==> src/design/bst_map.vh <==
// Constants for the boundary-scan test port
`ifndef BST_MAP_VH
`define BST_MAP_VH

// Register widths and the position of the float control cell
`define BST_IR_W 3
`define BST_ID_W 32
`define BST_BSR_LEN 110
`define BST_HIZ_BIT 109

// Controller states
`define BST_S_TLR 4'h0
`define BST_S_RTI 4'h1
`define BST_S_SEL_DR 4'h2
`define BST_S_CAP_DR 4'h3
`define BST_S_SH_DR 4'h4
`define BST_S_EX1_DR 4'h5
`define BST_S_PAU_DR 4'h6
`define BST_S_EX2_DR 4'h7
`define BST_S_UPD_DR 4'h8
`define BST_S_SEL_IR 4'h9
`define BST_S_CAP_IR 4'hA
`define BST_S_SH_IR 4'hB
`define BST_S_EX1_IR 4'hC
`define BST_S_PAU_IR 4'hD
`define BST_S_EX2_IR 4'hE
`define BST_S_UPD_IR 4'hF

// Instruction codes
`define BST_I_EXTEST 3'h0
`define BST_I_IDCODE 3'h1
`define BST_I_SAMPLEZ 3'h2
`define BST_I_PRIV3 3'h3
`define BST_I_SAMPLE 3'h4
`define BST_I_PRIV5 3'h5
`define BST_I_PRIV6 3'h6
`define BST_I_BYPASS 3'h7

// Capture pattern of the instruction path
`define BST_IR_CAPT 3'h1

// Identification word, arbitrary value with the mandatory low bit set
`define BST_ID_VALUE 32'h0A5A5A5B

// Pin synchroniser reset levels, order {tdi, tms, tck}
`define BST_SYNC_RST 3'h6

`endif

==> src/design/bst_sync.v <==
// Three-stage pin synchroniser with agreement filter
`timescale 1ns/100ps
`default_nettype none

module bst_sync #(
    parameter W = 3,
    parameter [W-1:0] INIT = {W{1'b0}}
) (
    input wire clk_i,
    input wire nrst_i,
    input wire [W-1:0] d_i,
    output wire [W-1:0] q_o
);

genvar gi;
generate
    for (gi = 0; gi < W; gi = gi + 1)
    begin : g_bit
        reg s1_ff;
        reg s2_ff;
        reg s3_ff;
        reg q_ff;
        always @(posedge clk_i or negedge nrst_i)
        begin
            if (!nrst_i)
            begin
                s1_ff <= INIT[gi];
                s2_ff <= INIT[gi];
                s3_ff <= INIT[gi];
                q_ff <= INIT[gi];
            end
            else
            begin
                s1_ff <= d_i[gi];
                s2_ff <= s1_ff;
                s3_ff <= s2_ff;
                // Accept a change only once stages two and three agree
                if (s2_ff == s3_ff)
                    q_ff <= s2_ff;
            end
        end
        assign q_o[gi] = q_ff;
    end
endgenerate

endmodule
`default_nettype wire

==> src/design/bst_fsm.v <==
// Test port controller state machine
`timescale 1ns/100ps
`default_nettype none
`include "bst_map.vh"

module bst_fsm (
    input wire clk_i,
    input wire nrst_i,
    input wire adv_i,
    input wire tms_i,
    output wire [3:0] state_o
);

reg [3:0] state_ff;
reg [3:0] nxt_state;

// Sixteen-state walk steered by mode select
always @*
begin
    nxt_state = state_ff;
    case (state_ff)
        `BST_S_TLR: nxt_state = tms_i ? `BST_S_TLR : `BST_S_RTI;
        `BST_S_RTI: nxt_state = tms_i ? `BST_S_SEL_DR : `BST_S_RTI;
        `BST_S_SEL_DR: nxt_state = tms_i ? `BST_S_SEL_IR : `BST_S_CAP_DR;
        `BST_S_CAP_DR: nxt_state = tms_i ? `BST_S_EX1_DR : `BST_S_SH_DR;
        `BST_S_SH_DR: nxt_state = tms_i ? `BST_S_EX1_DR : `BST_S_SH_DR;
        `BST_S_EX1_DR: nxt_state = tms_i ? `BST_S_UPD_DR : `BST_S_PAU_DR;
        `BST_S_PAU_DR: nxt_state = tms_i ? `BST_S_EX2_DR : `BST_S_PAU_DR;
        `BST_S_EX2_DR: nxt_state = tms_i ? `BST_S_UPD_DR : `BST_S_SH_DR;
        `BST_S_UPD_DR: nxt_state = tms_i ? `BST_S_SEL_DR : `BST_S_RTI;
        `BST_S_SEL_IR: nxt_state = tms_i ? `BST_S_TLR : `BST_S_CAP_IR;
        `BST_S_CAP_IR: nxt_state = tms_i ? `BST_S_EX1_IR : `BST_S_SH_IR;
        `BST_S_SH_IR: nxt_state = tms_i ? `BST_S_EX1_IR : `BST_S_SH_IR;
        `BST_S_EX1_IR: nxt_state = tms_i ? `BST_S_UPD_IR : `BST_S_PAU_IR;
        `BST_S_PAU_IR: nxt_state = tms_i ? `BST_S_EX2_IR : `BST_S_PAU_IR;
        `BST_S_EX2_IR: nxt_state = tms_i ? `BST_S_UPD_IR : `BST_S_SH_IR;
        `BST_S_UPD_IR: nxt_state = tms_i ? `BST_S_SEL_DR : `BST_S_RTI;
        default: nxt_state = `BST_S_TLR;
    endcase
end

always @(posedge clk_i or negedge nrst_i)
begin
    if (!nrst_i)
        state_ff <= `BST_S_TLR;
    else if (adv_i)
        state_ff <= nxt_state;
end

assign state_o = state_ff;

endmodule
`default_nettype wire

==> src/design/bst_tap.v <==
// Boundary-scan test access port, top level
`timescale 1ns/100ps
`default_nettype none
`include "bst_map.vh"

module bst_tap #(
    parameter BSR_LEN = `BST_BSR_LEN,
    parameter HIZ_BIT = `BST_HIZ_BIT
) (
    input wire CLK_I,
    input wire NRST_I,
    input wire TCK_I,
    input wire TMS_I,
    input wire TDI_I,
    input wire [BSR_LEN-1:0] BSR_CAPTURE_I,
    output wire TDO_O,
    output wire TDO_OE_O,
    output wire TMS_PULLUP_O,
    output wire TDI_PULLUP_O,
    output wire [BSR_LEN-1:0] BSR_DATA_O,
    output wire EXTEST_O,
    output wire OUT_HIGHZ_O,
    output wire [3:0] TAP_STATE_O,
    output wire [`BST_IR_W-1:0] IR_O
);

localparam IRW = `BST_IR_W;
localparam IDW = `BST_ID_W;

wire [2:0] pins_s;
wire tck_s;
wire tms_s;
wire tdi_s;
reg tck_d_ff;
wire tck_rise;
wire tck_fall;
wire [3:0] state;

reg [IRW-1:0] ir_sr_ff;
reg [IRW-1:0] ir_ff;
reg byp_ff;
reg [IDW-1:0] id_sr_ff;
reg [BSR_LEN-1:0] bsr_sr_ff;
reg [BSR_LEN-1:0] bsr_upd_ff;
reg tdo_ff;
reg tdo_oe_ff;
reg extest_ff;
reg highz_ff;
reg nxt_highz;

reg sel_byp;
reg sel_id;
reg sel_bsr;
reg dr_lsb;
reg nxt_tdo;

wire in_tlr;
wire in_cap_ir;
wire in_sh_ir;
wire in_upd_ir;
wire in_cap_dr;
wire in_sh_dr;
wire in_upd_dr;
wire shifting;

// Port pins through the three-stage filter
bst_sync #(
    .W(3),
    .INIT(`BST_SYNC_RST)
) u_sync (
    .clk_i(CLK_I),
    .nrst_i(NRST_I),
    .d_i({TDI_I, TMS_I, TCK_I}),
    .q_o(pins_s)
);

assign tck_s = pins_s[0];
assign tms_s = pins_s[1];
assign tdi_s = pins_s[2];

// Requests pull-ups on both inputs to the pad ring
assign TMS_PULLUP_O = 1'b1;
assign TDI_PULLUP_O = 1'b1;

// Test clock edges; a clock held low yields none
always @(posedge CLK_I or negedge NRST_I)
begin
    if (!NRST_I)
        tck_d_ff <= 1'b0;
    else
        tck_d_ff <= tck_s;
end

// Edge pulses from the filtered test clock
// One system cycle each, so every edge-gated register below moves once per edge
assign tck_rise = tck_s & ~tck_d_ff;
assign tck_fall = ~tck_s & tck_d_ff;

// Controller advances on rises only
bst_fsm u_fsm (
    .clk_i(CLK_I),
    .nrst_i(NRST_I),
    .adv_i(tck_rise),
    .tms_i(tms_s),
    .state_o(state)
);

// State decodes
assign in_tlr = (state == `BST_S_TLR);
assign in_cap_ir = (state == `BST_S_CAP_IR);
assign in_sh_ir = (state == `BST_S_SH_IR);
assign in_upd_ir = (state == `BST_S_UPD_IR);
assign in_cap_dr = (state == `BST_S_CAP_DR);
assign in_sh_dr = (state == `BST_S_SH_DR);
assign in_upd_dr = (state == `BST_S_UPD_DR);

// Output enable follows the two shift states
assign shifting = in_sh_ir | in_sh_dr;

// Data register selection from the current instruction
always @*
begin
    sel_byp = 1'b0;
    sel_id = 1'b0;
    sel_bsr = 1'b0;
    case (ir_ff)
        `BST_I_IDCODE: sel_id = 1'b1;
        `BST_I_EXTEST: sel_bsr = 1'b1;
        `BST_I_SAMPLE: sel_bsr = 1'b1;
        `BST_I_SAMPLEZ: sel_bsr = 1'b1;
        `BST_I_BYPASS: sel_byp = 1'b1;
        default: sel_byp = 1'b1;
    endcase
end

// Serial output of the selected data register
always @*
begin
    dr_lsb = byp_ff;
    if (sel_id)
        dr_lsb = id_sr_ff[0];
    else if (sel_bsr)
        dr_lsb = bsr_sr_ff[0];
end

// Instruction shift path
always @(posedge CLK_I or negedge NRST_I)
begin
    if (!NRST_I)
        ir_sr_ff <= `BST_IR_CAPT;
    else if (tck_rise)
    begin
        if (in_cap_ir)
            ir_sr_ff <= `BST_IR_CAPT;
        else if (in_sh_ir)
            ir_sr_ff <= {tdi_s, ir_sr_ff[IRW-1:1]};
    end
end

// Current instruction, updated on the falling edge in update
always @(posedge CLK_I or negedge NRST_I)
begin
    if (!NRST_I)
        ir_ff <= `BST_I_IDCODE;
    else if (in_tlr)
        ir_ff <= `BST_I_IDCODE;
    else if (tck_fall && in_upd_ir)
        ir_ff <= ir_sr_ff;
end

// Bypass stage, captures low
always @(posedge CLK_I or negedge NRST_I)
begin
    if (!NRST_I)
        byp_ff <= 1'b0;
    else if (tck_rise && sel_byp)
    begin
        if (in_cap_dr)
            byp_ff <= 1'b0;
        else if (in_sh_dr)
            byp_ff <= tdi_s;
    end
end

// Identification shift register
always @(posedge CLK_I or negedge NRST_I)
begin
    if (!NRST_I)
        id_sr_ff <= `BST_ID_VALUE;
    else if (tck_rise && sel_id)
    begin
        if (in_cap_dr)
            id_sr_ff <= `BST_ID_VALUE;
        else if (in_sh_dr)
            id_sr_ff <= {tdi_s, id_sr_ff[IDW-1:1]};
    end
end

// Boundary shift register, sampled from the pad ring
always @(posedge CLK_I or negedge NRST_I)
begin
    if (!NRST_I)
        bsr_sr_ff <= {BSR_LEN{1'b0}};
    else if (tck_rise && sel_bsr)
    begin
        if (in_cap_dr)
            bsr_sr_ff <= BSR_CAPTURE_I;
        else if (in_sh_dr)
            bsr_sr_ff <= {tdi_s, bsr_sr_ff[BSR_LEN-1:1]};
    end
end

// Boundary update latch, cleared in reset state
always @(posedge CLK_I or negedge NRST_I)
begin
    if (!NRST_I)
        bsr_upd_ff <= {BSR_LEN{1'b0}};
    else if (in_tlr)
        bsr_upd_ff <= {BSR_LEN{1'b0}};
    else if (tck_fall && in_upd_dr && sel_bsr)
        bsr_upd_ff <= bsr_sr_ff;
end

// Output data and enable move on falling edges only
always @*
begin
    nxt_tdo = 1'b0;
    if (in_sh_ir)
        nxt_tdo = ir_sr_ff[0];
    else if (in_sh_dr)
        nxt_tdo = dr_lsb;
end

// Enable drops at the first fall after leaving a shift state
always @(posedge CLK_I or negedge NRST_I)
begin
    if (!NRST_I)
    begin
        tdo_ff <= 1'b0;
        tdo_oe_ff <= 1'b0;
    end
    else if (tck_fall)
    begin
        tdo_ff <= nxt_tdo;
        tdo_oe_ff <= shifting;
    end
end

assign TDO_O = tdo_ff;
assign TDO_OE_O = tdo_oe_ff;

// Output bus float request: SAMPLE Z, or EXTEST with the control cell low
always @*
begin
    nxt_highz = 1'b0;
    if (ir_ff == `BST_I_SAMPLEZ)
        nxt_highz = 1'b1;
    else if (ir_ff == `BST_I_EXTEST)
        nxt_highz = ~bsr_upd_ff[HIZ_BIT];
end

// Pad ring controls, registered so the ring sees no decode glitches
always @(posedge CLK_I or negedge NRST_I)
begin
    if (!NRST_I)
    begin
        extest_ff <= 1'b0;
        highz_ff <= 1'b0;
    end
    else
    begin
        extest_ff <= (ir_ff == `BST_I_EXTEST);
        highz_ff <= nxt_highz;
    end
end

// Pad ring outputs
assign BSR_DATA_O = bsr_upd_ff;
assign EXTEST_O = extest_ff;
assign OUT_HIGHZ_O = highz_ff;
assign TAP_STATE_O = state;
assign IR_O = ir_ff;

endmodule
`default_nettype wire

==> config.mk <==
export PLATFORM = sky130hd
export DESIGN_NAME = bst_tap
export DESIGN_NICKNAME = d
export VERILOG_FILES = /design/src/design/bst_sync.v /design/src/design/bst_fsm.v /design/src/design/bst_tap.v
export VERILOG_INCLUDE_DIRS = /design/src /design/src/design
export SDC_FILE = /design/constraint.sdc
export NUM_CORES = 1
export LEC_CHECK = 0
export ABC_AREA = 1
export BUFFER_PORTS_ARGS = -buffer_cell sky130_fd_sc_hd__buf_2
export CAP_MARGIN = 30
export CORE_MARGIN = 1
export CORE_UTILIZATION = 55
export DETAILED_ROUTE_END_ITERATION = 8
export GPL_TIMING_DRIVEN = 0
export PLACE_DENSITY = 0.81
export SYNTH_ARGS = -nofsm -noshare
export SYNTH_HDL_FRONTEND = slang
export SYNTH_SLANG_ARGS = --single-unit
export TNS_END_PERCENT = 20
==> constraint.sdc <==
create_clock -name CLK_I -period 2 [get_ports CLK_I]
set_input_delay 0 -clock CLK_I [delete_from_list [all_inputs] [get_ports CLK_I]]
set_output_delay 0 -clock CLK_I [all_outputs]
set_load 0.03 [all_outputs]
# Word level (Yosys, flattened, before mapping)
# Cells that the tools add are included.
[totals]
regBits = 280
latchBits = 0
ram_bits = 0
romBits = 0
in_bits = 115
out_inout_bits = 123
memories = 0
[op_classes]
addsub = 0
n_mul = 0
n_div = 0
order_cmp = 0
eq_ne = 21
shift = 0
muxes = 34
bitwise = 6
n_reduce_logical = 21
[ops]
columns = ["operator", "count"]
rows = [
  ["$mux W110", 4],
  ["$mux W32", 2],
  ["$pmux W4 S12", 1],
  ["$eq A4 B4 Y1 const B", 8],
  ["$mux W3", 6],
  ["$eq A4 B3 Y1 const B", 4],
  ["$mux W4", 4],
  ["$mux W1", 14],
  ["$eq A4 B2 Y1 const B", 2],
  ["$reduce_and A2 Y1", 4],
  ["$reduce_bool A2 Y1", 4],
  ["$logic_and A1 B1 Y1", 6],
  ["$mux W2", 3],
  ["$reduce_or A3 Y1", 2],
  ["$eq A4 B1 Y1 const B", 1],
  ["$logic_not A4 Y1", 1],
  ["$reduce_or A2 Y1", 2],
  ["$reduce_or A4 Y1", 1],
  ["$eq A1 B1 Y1", 3],
  ["$eq A3 B1 Y1 const B", 1],
  ["$eq A3 B2 Y1 const B", 1],
  ["$eq A3 B3 Y1 const B", 1],
  ["$logic_not A3 Y1", 1],
  ["$not A1 Y1", 3],
  ["2 further kinds", 3],
]

# Depth between registers and ports, before layout
# Gate-level depths: netlist (run 1).
[depth]
word_depth = 7
depth_mapped = 11
depth_no_buf = 9

# Hierarchy
# A second synthesis (run 1) with hierarchy kept.
[hier_totals]
hier_cells = 1393
area_unflattened_um2 = 12124.1
[by_module_without_submodules]
columns = ["module", "n_inst", "cells_each", "area_per_inst_um2", "seq_area_each_um2"]
rows = [
  ["bst_tap", 1, 1294, 11318.4, 6627.6],
  ["bst_fsm", 1, 72, 424.2, 100.1],
  ["bst_sync", 1, 27, 381.6, 310.3],
]

# Least setup slack after synthesis (run 1)
# Ideal clock, no wire load.
[synth_timing]
kind = "register -> register"
from = "reg u_fsm.state_ff[1] (netlist: u_fsm.state_o[1])"
to = "reg bsr_sr_ff[80]"
setup_ps = 130
arrival_time_ps = 1621
t_required_ps = 1870
slack_ps = 249
path_stages_with_launch = 10
period_less_slack_ps = 1751
path_cell_list = "dfrtp_1 -> buf_2 -> nand2_1 -> inv_2 -> nand2_4 -> nand2_4 -> nand3_2 -> inv_2 -> clkbuf_1 -> o21ai_1"
[synth_between]
elab_chain_cells = 3
elab_cells_between_ends = 5
cone_classes = "eq/ne (2); mux (1); reduce/logical (2)"
[synth_lines]
columns = ["item", "line", "text"]
rows = [
  ["start: declaration", "bst_fsm.v:14", "reg [3:0] state_ff;"],
  ["start signal: assignment", "bst_fsm.v:45", "state_ff <= `BST_S_TLR;"],
  ["start signal: assignment", "bst_fsm.v:47", "state_ff <= nxt_state;"],
  ["$eq A4 B2 Y1 / $eq A4 B3 Y1 (equally long branches)", "--", ""],
  ["$reduce_bool A2 Y1 (no line)", "--", ""],
  ["$reduce_and A2 Y1 (no line)", "--", ""],
  ["end signal: assignment", "bst_tap.v:203", "bsr_sr_ff <= {BSR_LEN{1'b0}};"],
  ["end signal: assignment", "bst_tap.v:209", "bsr_sr_ff <= {tdi_s, bsr_sr_ff[BSR_LEN-1:1]};"],
  ["end: declaration", "bst_tap.v:43", "reg [BSR_LEN-1:0] bsr_sr_ff;"],
]
# Parallel ways exist; a longest one is shown, timed or not.
# A chain may end at the register's enable or synchronous reset.

# Worst setup path in the final report (run 1)
[layout_timing]
from = "reg ir_ff[0] (netlist: IR_O[0])"
to = "reg bsr_upd_ff[51] (netlist: BSR_DATA_O[51])"
[layout_between]
elab_chain_cells = 5
elab_cells_between_ends = 7
cone_classes = "eq/ne (2); mux (1); reduce/logical (4)"
[layout_lines]
columns = ["item", "line", "text"]
rows = [
  ["start: declaration", "bst_tap.v:40", "reg [IRW-1:0] ir_ff;"],
  ["start signal: assignment", "bst_tap.v:164", "ir_ff <= `BST_I_IDCODE;"],
  ["start signal: assignment", "bst_tap.v:166", "ir_ff <= `BST_I_IDCODE;"],
  ["start signal: assignment", "bst_tap.v:168", "ir_ff <= ir_sr_ff;"],
  ["$eq A3 B2 Y1, or another cell as far along", "bst_tap.v:126", "case (ir_ff)"],
  ["$reduce_or A3 Y1 (no line) *", "--", ""],
  ["$mux W1 *", "bst_tap.v:126", ""],
  ["$logic_and A1 B1 Y1 *", "bst_tap.v:220", "else if (tck_fall && in_upd_dr && sel_bsr)"],
  ["$reduce_bool A2 Y1 (no line) *", "--", ""],
  ["end signal: assignment", "bst_tap.v:217", "bsr_upd_ff <= {BSR_LEN{1'b0}};"],
  ["end signal: assignment", "bst_tap.v:219", "bsr_upd_ff <= {BSR_LEN{1'b0}};"],
  ["end signal: assignment", "bst_tap.v:221", "bsr_upd_ff <= bsr_sr_ff;"],
  ["end: declaration", "bst_tap.v:44", "reg [BSR_LEN-1:0] bsr_upd_ff;"],
]
# Every way passes the cells marked *; elsewhere a longest branch is shown, timed or not.

==> results.md, run 1 <==
* Status: completed
* Initial antenna violation count at 0
* Post-synth top area share at a little over half
* # DRC at 0
* CTS Root Cell: clkbuf_16
* Die area at about 23,000 sq um
* CTS clk-pin slew, worst paths at ~60 ps
* Worst Hold Class: in2async
* Post-synthesis cell type count at 29
* Number of diodes at 0
* Vias in the first global route at approximately 11k
* Drt first pass iters at 7
* Slew Limit Fails at 0
* I/O pin cnt at about 240
* Total Power at 19,500 uW
* Slew @ Worst Pin at slightly below 700 ps
* CP Data Arrival Time at between 2000 and 2500 ps
* Category of the most critical setup path: reg2reg
* Via count at 11.3k
* Die Ht at around 150 um
* Syn Area/Cell at 8.79 sq um
* EDFF count, synth at 0
* Crit end category: flip-flop
* DR iter-0 viols at ~860
* Post-Syn Area at 12,100 sq um
* Fin util at between 70 and 80%
* Count leader, synth: nand2_1
* First-pass GRT wire length at ~55,000 um
* RePlAce Congestion at ~0.88
* Setup ws final at approximately 35 ps
* GRT Resource Usage Total at ~31%
* Peak VDD IR at ~840 uV
* Fin Clk Skew at 17.2 ps
* Crit path required time at ~2400 ps
* CTS H-tree lvls at 1
* Post-DR wirelength/cell at 17.0 um
* Max Clk Rate at 0.509 GHz
* Asr flop ratio synth at 100%
* Number of port buffers at ~240
* Synthesis-to-finish area growth at 31.0%
* Final Cycle Share at a little over nine tenths
* Nets at between 1.5k and 2k
* Share of cells above drive strength 1 at between 20% and 30%
* Vias per std cell at about 5.5
* Chip Width at between 150 and 200 um
* Core Box Area at 21,200 sq um
* Worst-skew pair later-pin latency at 540 ps
* Top post-synthesis cells by count: nand2_1 (310), dfrtp_1 (255), o21ai_1 (209)
* Max Buffers Root-to-Sink at 3
* Endpoints failing hold at 0
* Post-synth top area cell: dfrtp_1
* Syn Inst Count at around 1.4k
* Max cap viols at 0
* Post-DP HPWL at about 22,000 um
* Setup_tns at 0 ps
* Synth area leaders: dfrtp_1 (53%), nand2_1 (9.7%), o21ai_1 (8.7%)
* Initial core utilization at between 50% and 60%
* Crit path time final at between 1500 and 2000 ps
* Number of synthesized register bits at 280
* GRT overflow at 0
* Clock Sinks at 280
* RSZ-0062 raised after global routing: true
* Largest net degree at the start of global routing at around 110
* Inserted Clock Buffers at 29
* Relative slew margins at between 50% and 60%
* Sequential-to-total area share from yosys stat at roughly 58%
* Post-DRT Antenna Nets at 0
* Top_reg_cell synth: dfrtp_1
* Ys Warns at 0
* WL final at between 30,000 and 40,000 um
* PD cells at around 1200 nW/um^2
* Worst Path Max Fanout at 10
* Pleak at slightly below 0.008 uW
* CTS tree: yes
* Dpl ws at -297 ps
* Row cnt at 53
* Crit start category: flip-flop
* # setup viols final at 0
-- worst paths after layout --
check | startpoint | endpoint | slack, ps | cells after the start
max | IR_O[0]$_DFFE_PN1P_ | BSR_DATA_O[51]$_DFFE_PN0P_ | 40 | 5
min | NRST_I | u_sync.g_bit[0].s1_ff$_DFF_PN0_ | 50 | 2
max reg2reg | IR_O[0]$_DFFE_PN1P_ | BSR_DATA_O[51]$_DFFE_PN0P_ | 40 | 5
min reg2reg | u_sync.g_bit[0].s1_ff$_DFF_PN0_ | u_sync.g_bit[0].s2_ff$_DFF_PN0_ | 350 | 0
max in group asynchronous | NRST_I | bsr_sr_ff[91]$_DFFE_PN0P_ | 970 | 3
min in group CLK_I | TCK_I | u_sync.g_bit[0].s1_ff$_DFF_PN0_ | 110 | 2
-- power breakdown --
group	total (uW)	internal (uW)	switching, uW	leakage [uW]
Clock	5200	3040	2170	0.000457
Combinational	6410	2010	4400	0.00384
Sequential	7850	7250	600	0.00340
-- cell usage in the layout (no fill, tap or decap), drive strengths merged, types with 2 or more instances in the layout --
cell type,instances
clkinv,6
dlygate4sd3,114
a31oi,2
nand2,314
a21oi,8
dfstp,25
maj3,3
clkbuf,78
dfrtp,255
buf,298
nor2,37
nand4,3
o21ai,374
inv,131
nand3,119
conb,2
-- timing repair --
action	4_1_cts	5_1_grt
buffers inserted	1	0
pin swaps	1	0
endpoints found under the setup margin	217	197
endpoints found under the hold margin	197	0
cloned	0	0
hold buffers	114	0
resized for setup	6	42
-- final cells by class --
class                           instances  area, sq um
Sequential cell                       280         7040
Fill cell                            1495         5430
Multi-Input combinational cell        866         3980
Timing Repair Buffer                  352         2390
Clock buffer                           42          845
Buffer                                 96          622
Inverter                              130          495
Tap cell                              275          344
Clock inverter                          8         72.6
-- logic make-up after synthesis --
family,synth area share (%)
other cells,0.0311
fa+ha+maj,0.249
compound gates,16.1
simple gates,16.5
buf+inv,8.77
flops,58.4
-- registers in the layout (all words and copies together) (netlist names), 3 cells and up --
name,count
u_sync.g_bit.s3_ff,3
bsr_sr_ff,110
u_sync.g_bit.q_ff,3
u_fsm.state_o,4
BSR_DATA_O,110
u_sync.g_bit.s1_ff,3
id_sr_ff,32
ir_sr_ff,3
u_sync.g_bit.s2_ff,3
IR_O,3
-- layer usage --
| metal | up-vias | part of all wire (%) | routed length, um | GRT usage (%) |
|---|---|---|---|---|
| li1 | 5240 | - | - | - |
| met1 | 5380 | 39 | 13600 | 39.0 |
| met2 | 529 | 49 | 16900 | 51.8 |
| met3 | 102 | 8.2 | 2860 | 6.37 |
| met4 | 0 | 4.1 | 1430 | 12.4 |
| met5 | - | 0 | 0 | 0 |
-- per-stage QoR --
stage               instance area [sq um]  hold slack [ps]  cells
finish                              15800             48.2   2049
global route                        15800             96.4   2049
CTS                                 15700             75.1   2049
detailed placement                  13600             42.6   1884
global placement                    13600              107   1882
floorplan                           12100             -296   1372
-- worst max-delay path: stages, from the launching register on --
cell and delay (ps):
dfstp_2 580, a21oi_2 90, nand4_1 210, buf_2 360, buf_1 430, o21ai_1 150
Power figures use the tool's default switching activity.
==> run 2, diff against run 1 <==
Settings changed: CORE_UTILIZATION 55 to 50, GPL_TIMING_DRIVEN 0 to not set, PLACE_DENSITY 0.81 to 0.77.
Clock period 2 ns to 1.7 ns, I/O delays scaled along.
==> run 2 against run 1 <==
Effect of this change:
- die area is 9.9% higher
- register-to-register slack hardly changed
- critical endpoint is now bsr_sr_ff[108]$_DFFE_PN0P_
- combinational power is 18% higher
- sequential share of layout area is 0.30 points lower
- setup slack better by 11 ps
- global-route usage is 4.9 points lower
- clock power is 18% higher
- core utilization is 6.9 points lower
- clock-buffer cell count is 2 higher
==> results.md, run 2 (same netlist as run 1, synthesis figures left out) <==
* Status: completed
* Met3 wire len at 2110 um (-26%)
* RR Startpoint: u_fsm.state_o[1]$_DFFE_PN0P_
* First-pass GRT wire length at 51,100 um (-6.3%)
* RePlAce Congestion at 0.845 (-4.3%)
* GRT overflow at 0 (unchanged)
* FF+latch area at 7040 sq um (about the same)
* RSZ-0062 raised after global routing: true
* Initial core utilization at 51.2% (-5.6 points)
* Inserted Clock Buffers at 29 (unchanged)
* GRT Resource Usage Total at 25.9% (-4.9 points)
* Top sig layer: met4
* Peak VDD IR at 885 uV (+5.6%)
* Nets at 1,827 (-2.3%)
* Vias in the first global route at 10.4k (-5.9%)
* Largest net degree at the start of global routing at 80 (-28%)
* Via count at 10.8k (-3.8%)
* Min Hold Slack at 54.8 ps (+6.57 ps)
* Endpoints failing hold at 0 (unchanged)
* Post-DR wirelength/cell at 15.6 um (-7.9%)
* Crit end category: flip-flop
* R2R Path End: bsr_sr_ff[108]$_DFFE_PN0P_
* Worst Hold Class: in2async
* Dpl cell area at 13,800 sq um (+1.2%)
* Number of port buffers at 235 (unchanged)
* Fin Clk Skew at 16.5 ps (-0.669 ps)
* Most frequent cells in the layout: nand2_1 (309), dfrtp_1 (254), buf_2 (234)
* Placed cell count at 1,886 (+0.11%)
* # setup viols final at 0 (unchanged)
* Category of the most critical setup path: reg2reg
* CP Data Arrival Time at 2100 ps (-260 ps)
* Post-DP HPWL at 19,700 um (-8.4%)
* CP max stage delay at 450 ps (-130 ps)
* Slew Limit Fails at 0 (unchanged)
* DR iter-0 viols at 992 (+16%)
* Commonest non-fill, non-tap cell in the layout: nand2_1
* Drt first pass iters at 5 (-2)
* Finished Layout Cells at 2,053 (+0.20%)
* Met1 WL at 13,500 um (-0.81%)
* Die Ht at 157 um (+4.8%)
* WL final at 32,100 um (-7.8%)
* Relative slew margins at 55.2% (+1.1 points)
* Worst Path Max Fanout at 59 (+49)
* Buf/Inv on CP at 2 (unchanged)
* Post-route cell area at 15,900 sq um (+0.66%)
* Reg2Reg Depth at 8 (+3)
* Slew @ Worst Pin at 671 ps (-15.9 ps)
* CTS Root Cell: clkbuf_16
* Vias per std cell at 5.27 (-3.9%)
* Routed wl met2 at 15,400 um (-8.9%)
* Row cnt at 56 (+5.7%)
* Pleak at 0.00768 uW (-0.17%)
* Max Clk Rate at 0.605 GHz (+19%)
* # DRC at 0 (unchanged)
* Clock Sinks at 280 (unchanged)
* CTS H-tree lvls at 1 (unchanged)
* Crit start category: flip-flop
* Crit path required time at 2150 ps (-240 ps)
* Max cap viols at 0 (unchanged)
* Max Buffers Root-to-Sink at 3 (unchanged)
* Chip Width at 157 um (+4.8%)
* R2R setup slack at 50 ps (about the same)
* I/O pin cnt at 238 (unchanged)
* Number of diodes at 0 (unchanged)
* Slowest CP cell: dfrtp_2
* Worst-skew pair later-pin latency at 530 ps (about the same)
* Area of the multi-input gates at 3970 sq um (-0.28%)
* Crit path max-delay family: simple AND/OR/NAND/NOR gates
* Die area at 24,700 sq um (+9.9%)
* Setup_tns at 0 ps (unchanged)
* CTS clk-pin slew, worst paths at 70 ps (about the same)
* Core Box Area at 23,500 sq um (+11%)
* Crit path time final at 1650 ps (-311 ps)
* Initial antenna violation count at 0 (unchanged)
* Share of cells above drive strength 1 at 21.6% (-0.81 points)
* Crit-path cells: nor2_2 > nand2_2 > nand2_4 > nand3_2 > inv_6 > buf_16 > nand2_1 > o21ai_1
* PD cells at 1440 nW/um^2 (+17%)
* Post-DRT Antenna Nets at 0 (unchanged)
* Fill cells at 1,804 (+21%)
* Final Cycle Share at 97.3% (-0.98 points)
* CTS tree: yes
* Synthesis-to-finish area growth at 31.9%
* Postcts setup bufs at 0 (-1)
## run 2: cell types whose count changed in the layout (fill, tap and decap cells not counted), moves of 2 or more
cell,delta
buf_4,+9
clkbuf_8,-3
nor2_4,-2
clkbuf_4,-5
clkbuf_1,-14
clkinv_2,+2
buf_12,+19
clkbuf_2,-12
buf_1,-6
buf_6,-12
buf_2,-18
## run 2: worst max-delay path by stage
| stage | startpoint | to | slack (ps) | depth (start not counted) |
|---|---|---|---|---|
| finish | u_fsm.state_o[1]$_DFFE_PN0P_ | bsr_sr_ff[108]$_DFFE_PN0P_ | 50 | 8 |
| global route | u_fsm.state_o[1]$_DFFE_PN0P_ | bsr_sr_ff[14]$_DFFE_PN0P_ | -60 | 8 |
| CTS | IR_O[0]$_DFFE_PN1P_ | BSR_DATA_O[49]$_DFFE_PN0P_ | 10 | 7 |
| detailed placement | IR_O[0]$_DFFE_PN1P_ | BSR_DATA_O[76]$_DFFE_PN0P_ | 70 | 7 |
| global placement | IR_O[0]$_DFFE_PN1P_ | BSR_DATA_O[80]$_DFFE_PN0P_ | 110 | 7 |
| floorplan | u_fsm.state_o[2]$_DFFE_PN0P_ | bsr_sr_ff[19]$_DFFE_PN0P_ | 7 | 8 |
## run 2: final cells by class
| cell class | instances | share of cell area [%] |
|---|---|---|
| clock buffer | 44 | 5.17 |
| timing repair buffer | 405 | 19.3 |
| multi-input combinational | 866 | 25.0 |
| inverter | 130 | 3.13 |
| sequential | 280 | 44.3 |
| clock inverter | 9 | 0.598 |
| tap | 319 | 2.51 |
## run 2: routing by layer
metal  up-vias  track usage (%)
met5         -                0
met4         0             9.75
met3        97             3.99
met2       440             43.1
met1      5106             34.3
li1       5185                -
## run 2: what timing repair did
item,4_1_cts,5_1_grt
hold buffers,114,0
endpoints found under the setup margin,0,132
hold endpoints to repair,381,0
gates resized for setup,0,9
## run 2: per-stage QoR
step | utilization (%) | power, uW | worst slack, ps
6_report | 67.5 | 22900 | 46.5
5_1_grt | 67.5 | 24400 | -57.1
4_1_cts | 67.4 | 23000 | 12.7
3_5_place_dp | 58.6 | 16500 | 67.0
3_3_place_gp | 58.6 | 16300 | 111
2_1_floorplan | - | 14100 | 7.16
## run 2: power by group
part	internal, uW	switching (uW)	total [uW]
registers	8520	665	9190
clock network	3620	2510	6130
logic	2560	5030	7590
==> run 3, diff against run 2 <==
Settings changed: CORE_MARGIN 1 to 2, CORE_UTILIZATION 50 to 55, PLACE_DENSITY 0.77 to 0.81.
Clock period 1.7 ns to 1.9 ns, I/O delays scaled along.
==> run 3 against run 2 <==
Effect of this change:
- clock-buffer cell count is 3 lower
- register-to-register slack improved by 30 ps
- cell count fell by 2.6%
- die area decreased by 6.5%
- final area fell by 1.1%
- non-clock buffer count is 14 lower
==> results.md, run 3 (same netlist as run 1, synthesis figures left out) <==
* CP Data Arrival Time at 2240 ps (+140 ps)
* Routed wl met2 at 15,200 um (-0.81%)
* WL final at 31,500 um (-1.6%)
* Crit path required time at 2320 ps (+170 ps)
* Worst-skew pair later-pin latency at 530 ps (about the same)
* Die area at 23,100 sq um (-6.5%)
* Core Box Area at 21,700 sq um (-7.9%)
* Post-DRT Antenna Nets at 0 (unchanged)
* Vias per std cell at 5.44 (+3.2%)
* Peak VDD IR at 845 uV (-4.5%)
* GRT Resource Usage Total at 27.2% (+1.3 points)
* Commonest non-fill, non-tap cell in the layout: nand2_1
* CTS Root Cell: clkbuf_16
* Max cap viols at 0 (unchanged)
* Initial core utilization at 55.6% (+4.4 points)
* Final Cycle Share at 96.2% (-1.1 points)
* Clock Sinks at 280 (unchanged)
* Crit-path cells: inv_2 > nor2_4 > nand4_1 > buf_4 > buf_4 > o21ai_0
* Slowest CP cell: dfrtp_1
* Nets at 1,813 (-0.77%)
* Most frequent cells in the layout: nand2_1 (309), dfrtp_1 (254), buf_2 (234)
* Pleak at 0.00761 uW (-0.99%)
* Max Buffers Root-to-Sink at 3 (unchanged)
* Most frequent CP cell: buf_4
* Category of the most critical setup path: reg2reg
* CTS tree: yes
* Die Ht at 152 um (-3.3%)
* Slew Limit Fails at 0 (unchanged)
* Largest net degree at the start of global routing at 85 (+6.3%)
* CTS clk-pin slew, worst paths at 60 ps (about the same)
* Worst Hold Class: in2reg
* Post-DP HPWL at 18,600 um (-5.8%)
* Synthesis-to-finish area growth at 30.4%
* PD cells at 1320 nW/um^2 (-8.4%)
* Post-DR wirelength/cell at 15.8 um (+0.96%)
* Crit start category: flip-flop
* Vias in the first global route at 10.7k (+3.4%)
* Crit end category: flip-flop
* # DRC at 0 (unchanged)
* Chip Width at 152 um (-3.3%)
* Met1 WL at 12,500 um (-7.2%)
* CTS H-tree lvls at 1 (unchanged)
* First-pass GRT wire length at 52,600 um (+2.9%)
* Initial antenna violation count at 1 (+1)
* Inserted Clock Buffers at 29 (unchanged)
* Endpoints failing hold at 0 (unchanged)
* Row cnt at 54 (-3.6%)
* I/O pin cnt at 238 (unchanged)
* Status: completed
* Crit path time final at 1830 ps (+174 ps)
* Fin util at 72.5% (+4.9 points)
* RePlAce Congestion at 0.866 (+2.5%)
* Min Hold Slack at 115 ps (+59.8 ps)
* Drt first pass iters at 6 (+1)
* Fill cells at 1,490 (-17%)
* CP max stage delay at 460 ps (about the same)
* Max Clk Rate at 0.547 GHz (-9.5%)
* Met3 wire len at 2380 um (+13%)
* Fin Clk Skew at 8.23 ps (-8.28 ps)
* Number of port buffers at 235 (unchanged)
* DR iter-0 viols at 1,028 (+3.6%)
* Top sig layer: met4
* Via count at 10.9k (+0.52%)
* # setup viols final at 0 (unchanged)
* Share of cells above drive strength 1 at 21.2% (-0.45 points)
* Worst Path Max Fanout at 20 (-66%)
* GRT overflow at 0 (unchanged)
## run 3: worst paths after layout
kind,startpoint,endpoint,slack (ps),depth (start not counted)
worst max-delay path,u_fsm.state_o[3]$_DFFE_PN0P_,BSR_DATA_O[0]$_DFFE_PN0P_,70,6
worst min-delay path,TMS_I,u_sync.g_bit[1].s1_ff$_DFF_PN1_,110,2
worst max register to register,u_fsm.state_o[3]$_DFFE_PN0P_,BSR_DATA_O[0]$_DFFE_PN0P_,70,6
worst min register to register,u_sync.g_bit[1].s1_ff$_DFF_PN1_,u_sync.g_bit[1].s2_ff$_DFF_PN1_,350,0
max in group asynchronous,NRST_I,id_sr_ff[1]$_DFFE_PN1P_,620,4
min in group asynchronous,NRST_I,bsr_sr_ff[63]$_DFFE_PN0P_,500,3
## run 3: cell type report
cell class                 count  area (sq um)  share of cell area (%)
sequential                   280          7040                    44.8
tap                          280           350                    2.23
clock buffer                  41           831                    5.29
timing repair buffer         391          2860                    18.2
multi-input combinational    866          3980                    25.3
antenna                        1          2.50                  0.0159
clock inverter                11           160                    1.02
inverter                     130           500                    3.18
## run 3: routing by layer
layer / global-route usage [%] / up-vias
li1: - / 5131
met2: 45.2 / 503
met1: 35.4 / 5131
met3: 4.79 / 119
met5: 0 / -
met4: 11.8 / 0
## run 3: stage by stage
stage                     instances  total power, uW  setup WS [ps]  area (sq um)  TNS (ps)
final                          2000            20700           72.4         15700         0
after global routing           2000            22000          -15.6         15700     -15.6
after CTS                      1999            20700           14.1         15700         0
after detailed placement       1832            14600           16.1         13500         0
after global placement         1832            14300            123         13500         0
after floorplan                1372            12600            149         12100         0
## run 3: power breakdown
group	leakage [uW]	switching, uW	internal [uW]
clock network	0.000484	2310	3570
logic	0.00372	4450	2150
registers	0.00340	633	7630
total	0.00761	7390	13300
## run 3: critical path, delay by kind of cell, from the launching register on
kind                   cells  cell delay (ps)
AND/OR/NAND/NOR            2              420
flip-flops                 1              460
AO/OA/AOI/OAI              1              280
buffers and inverters      3              530
## run 3: timing repair
| item | CTS | global route |
|---|---|---|
| resized for setup | 0 | 8 |
| hold buffers | 115 | 0 |
| endpoints found under the hold margin | 372 | 0 |
| endpoints found under the setup margin | 0 | 106 |
| setup buffers | 0 | 0 |
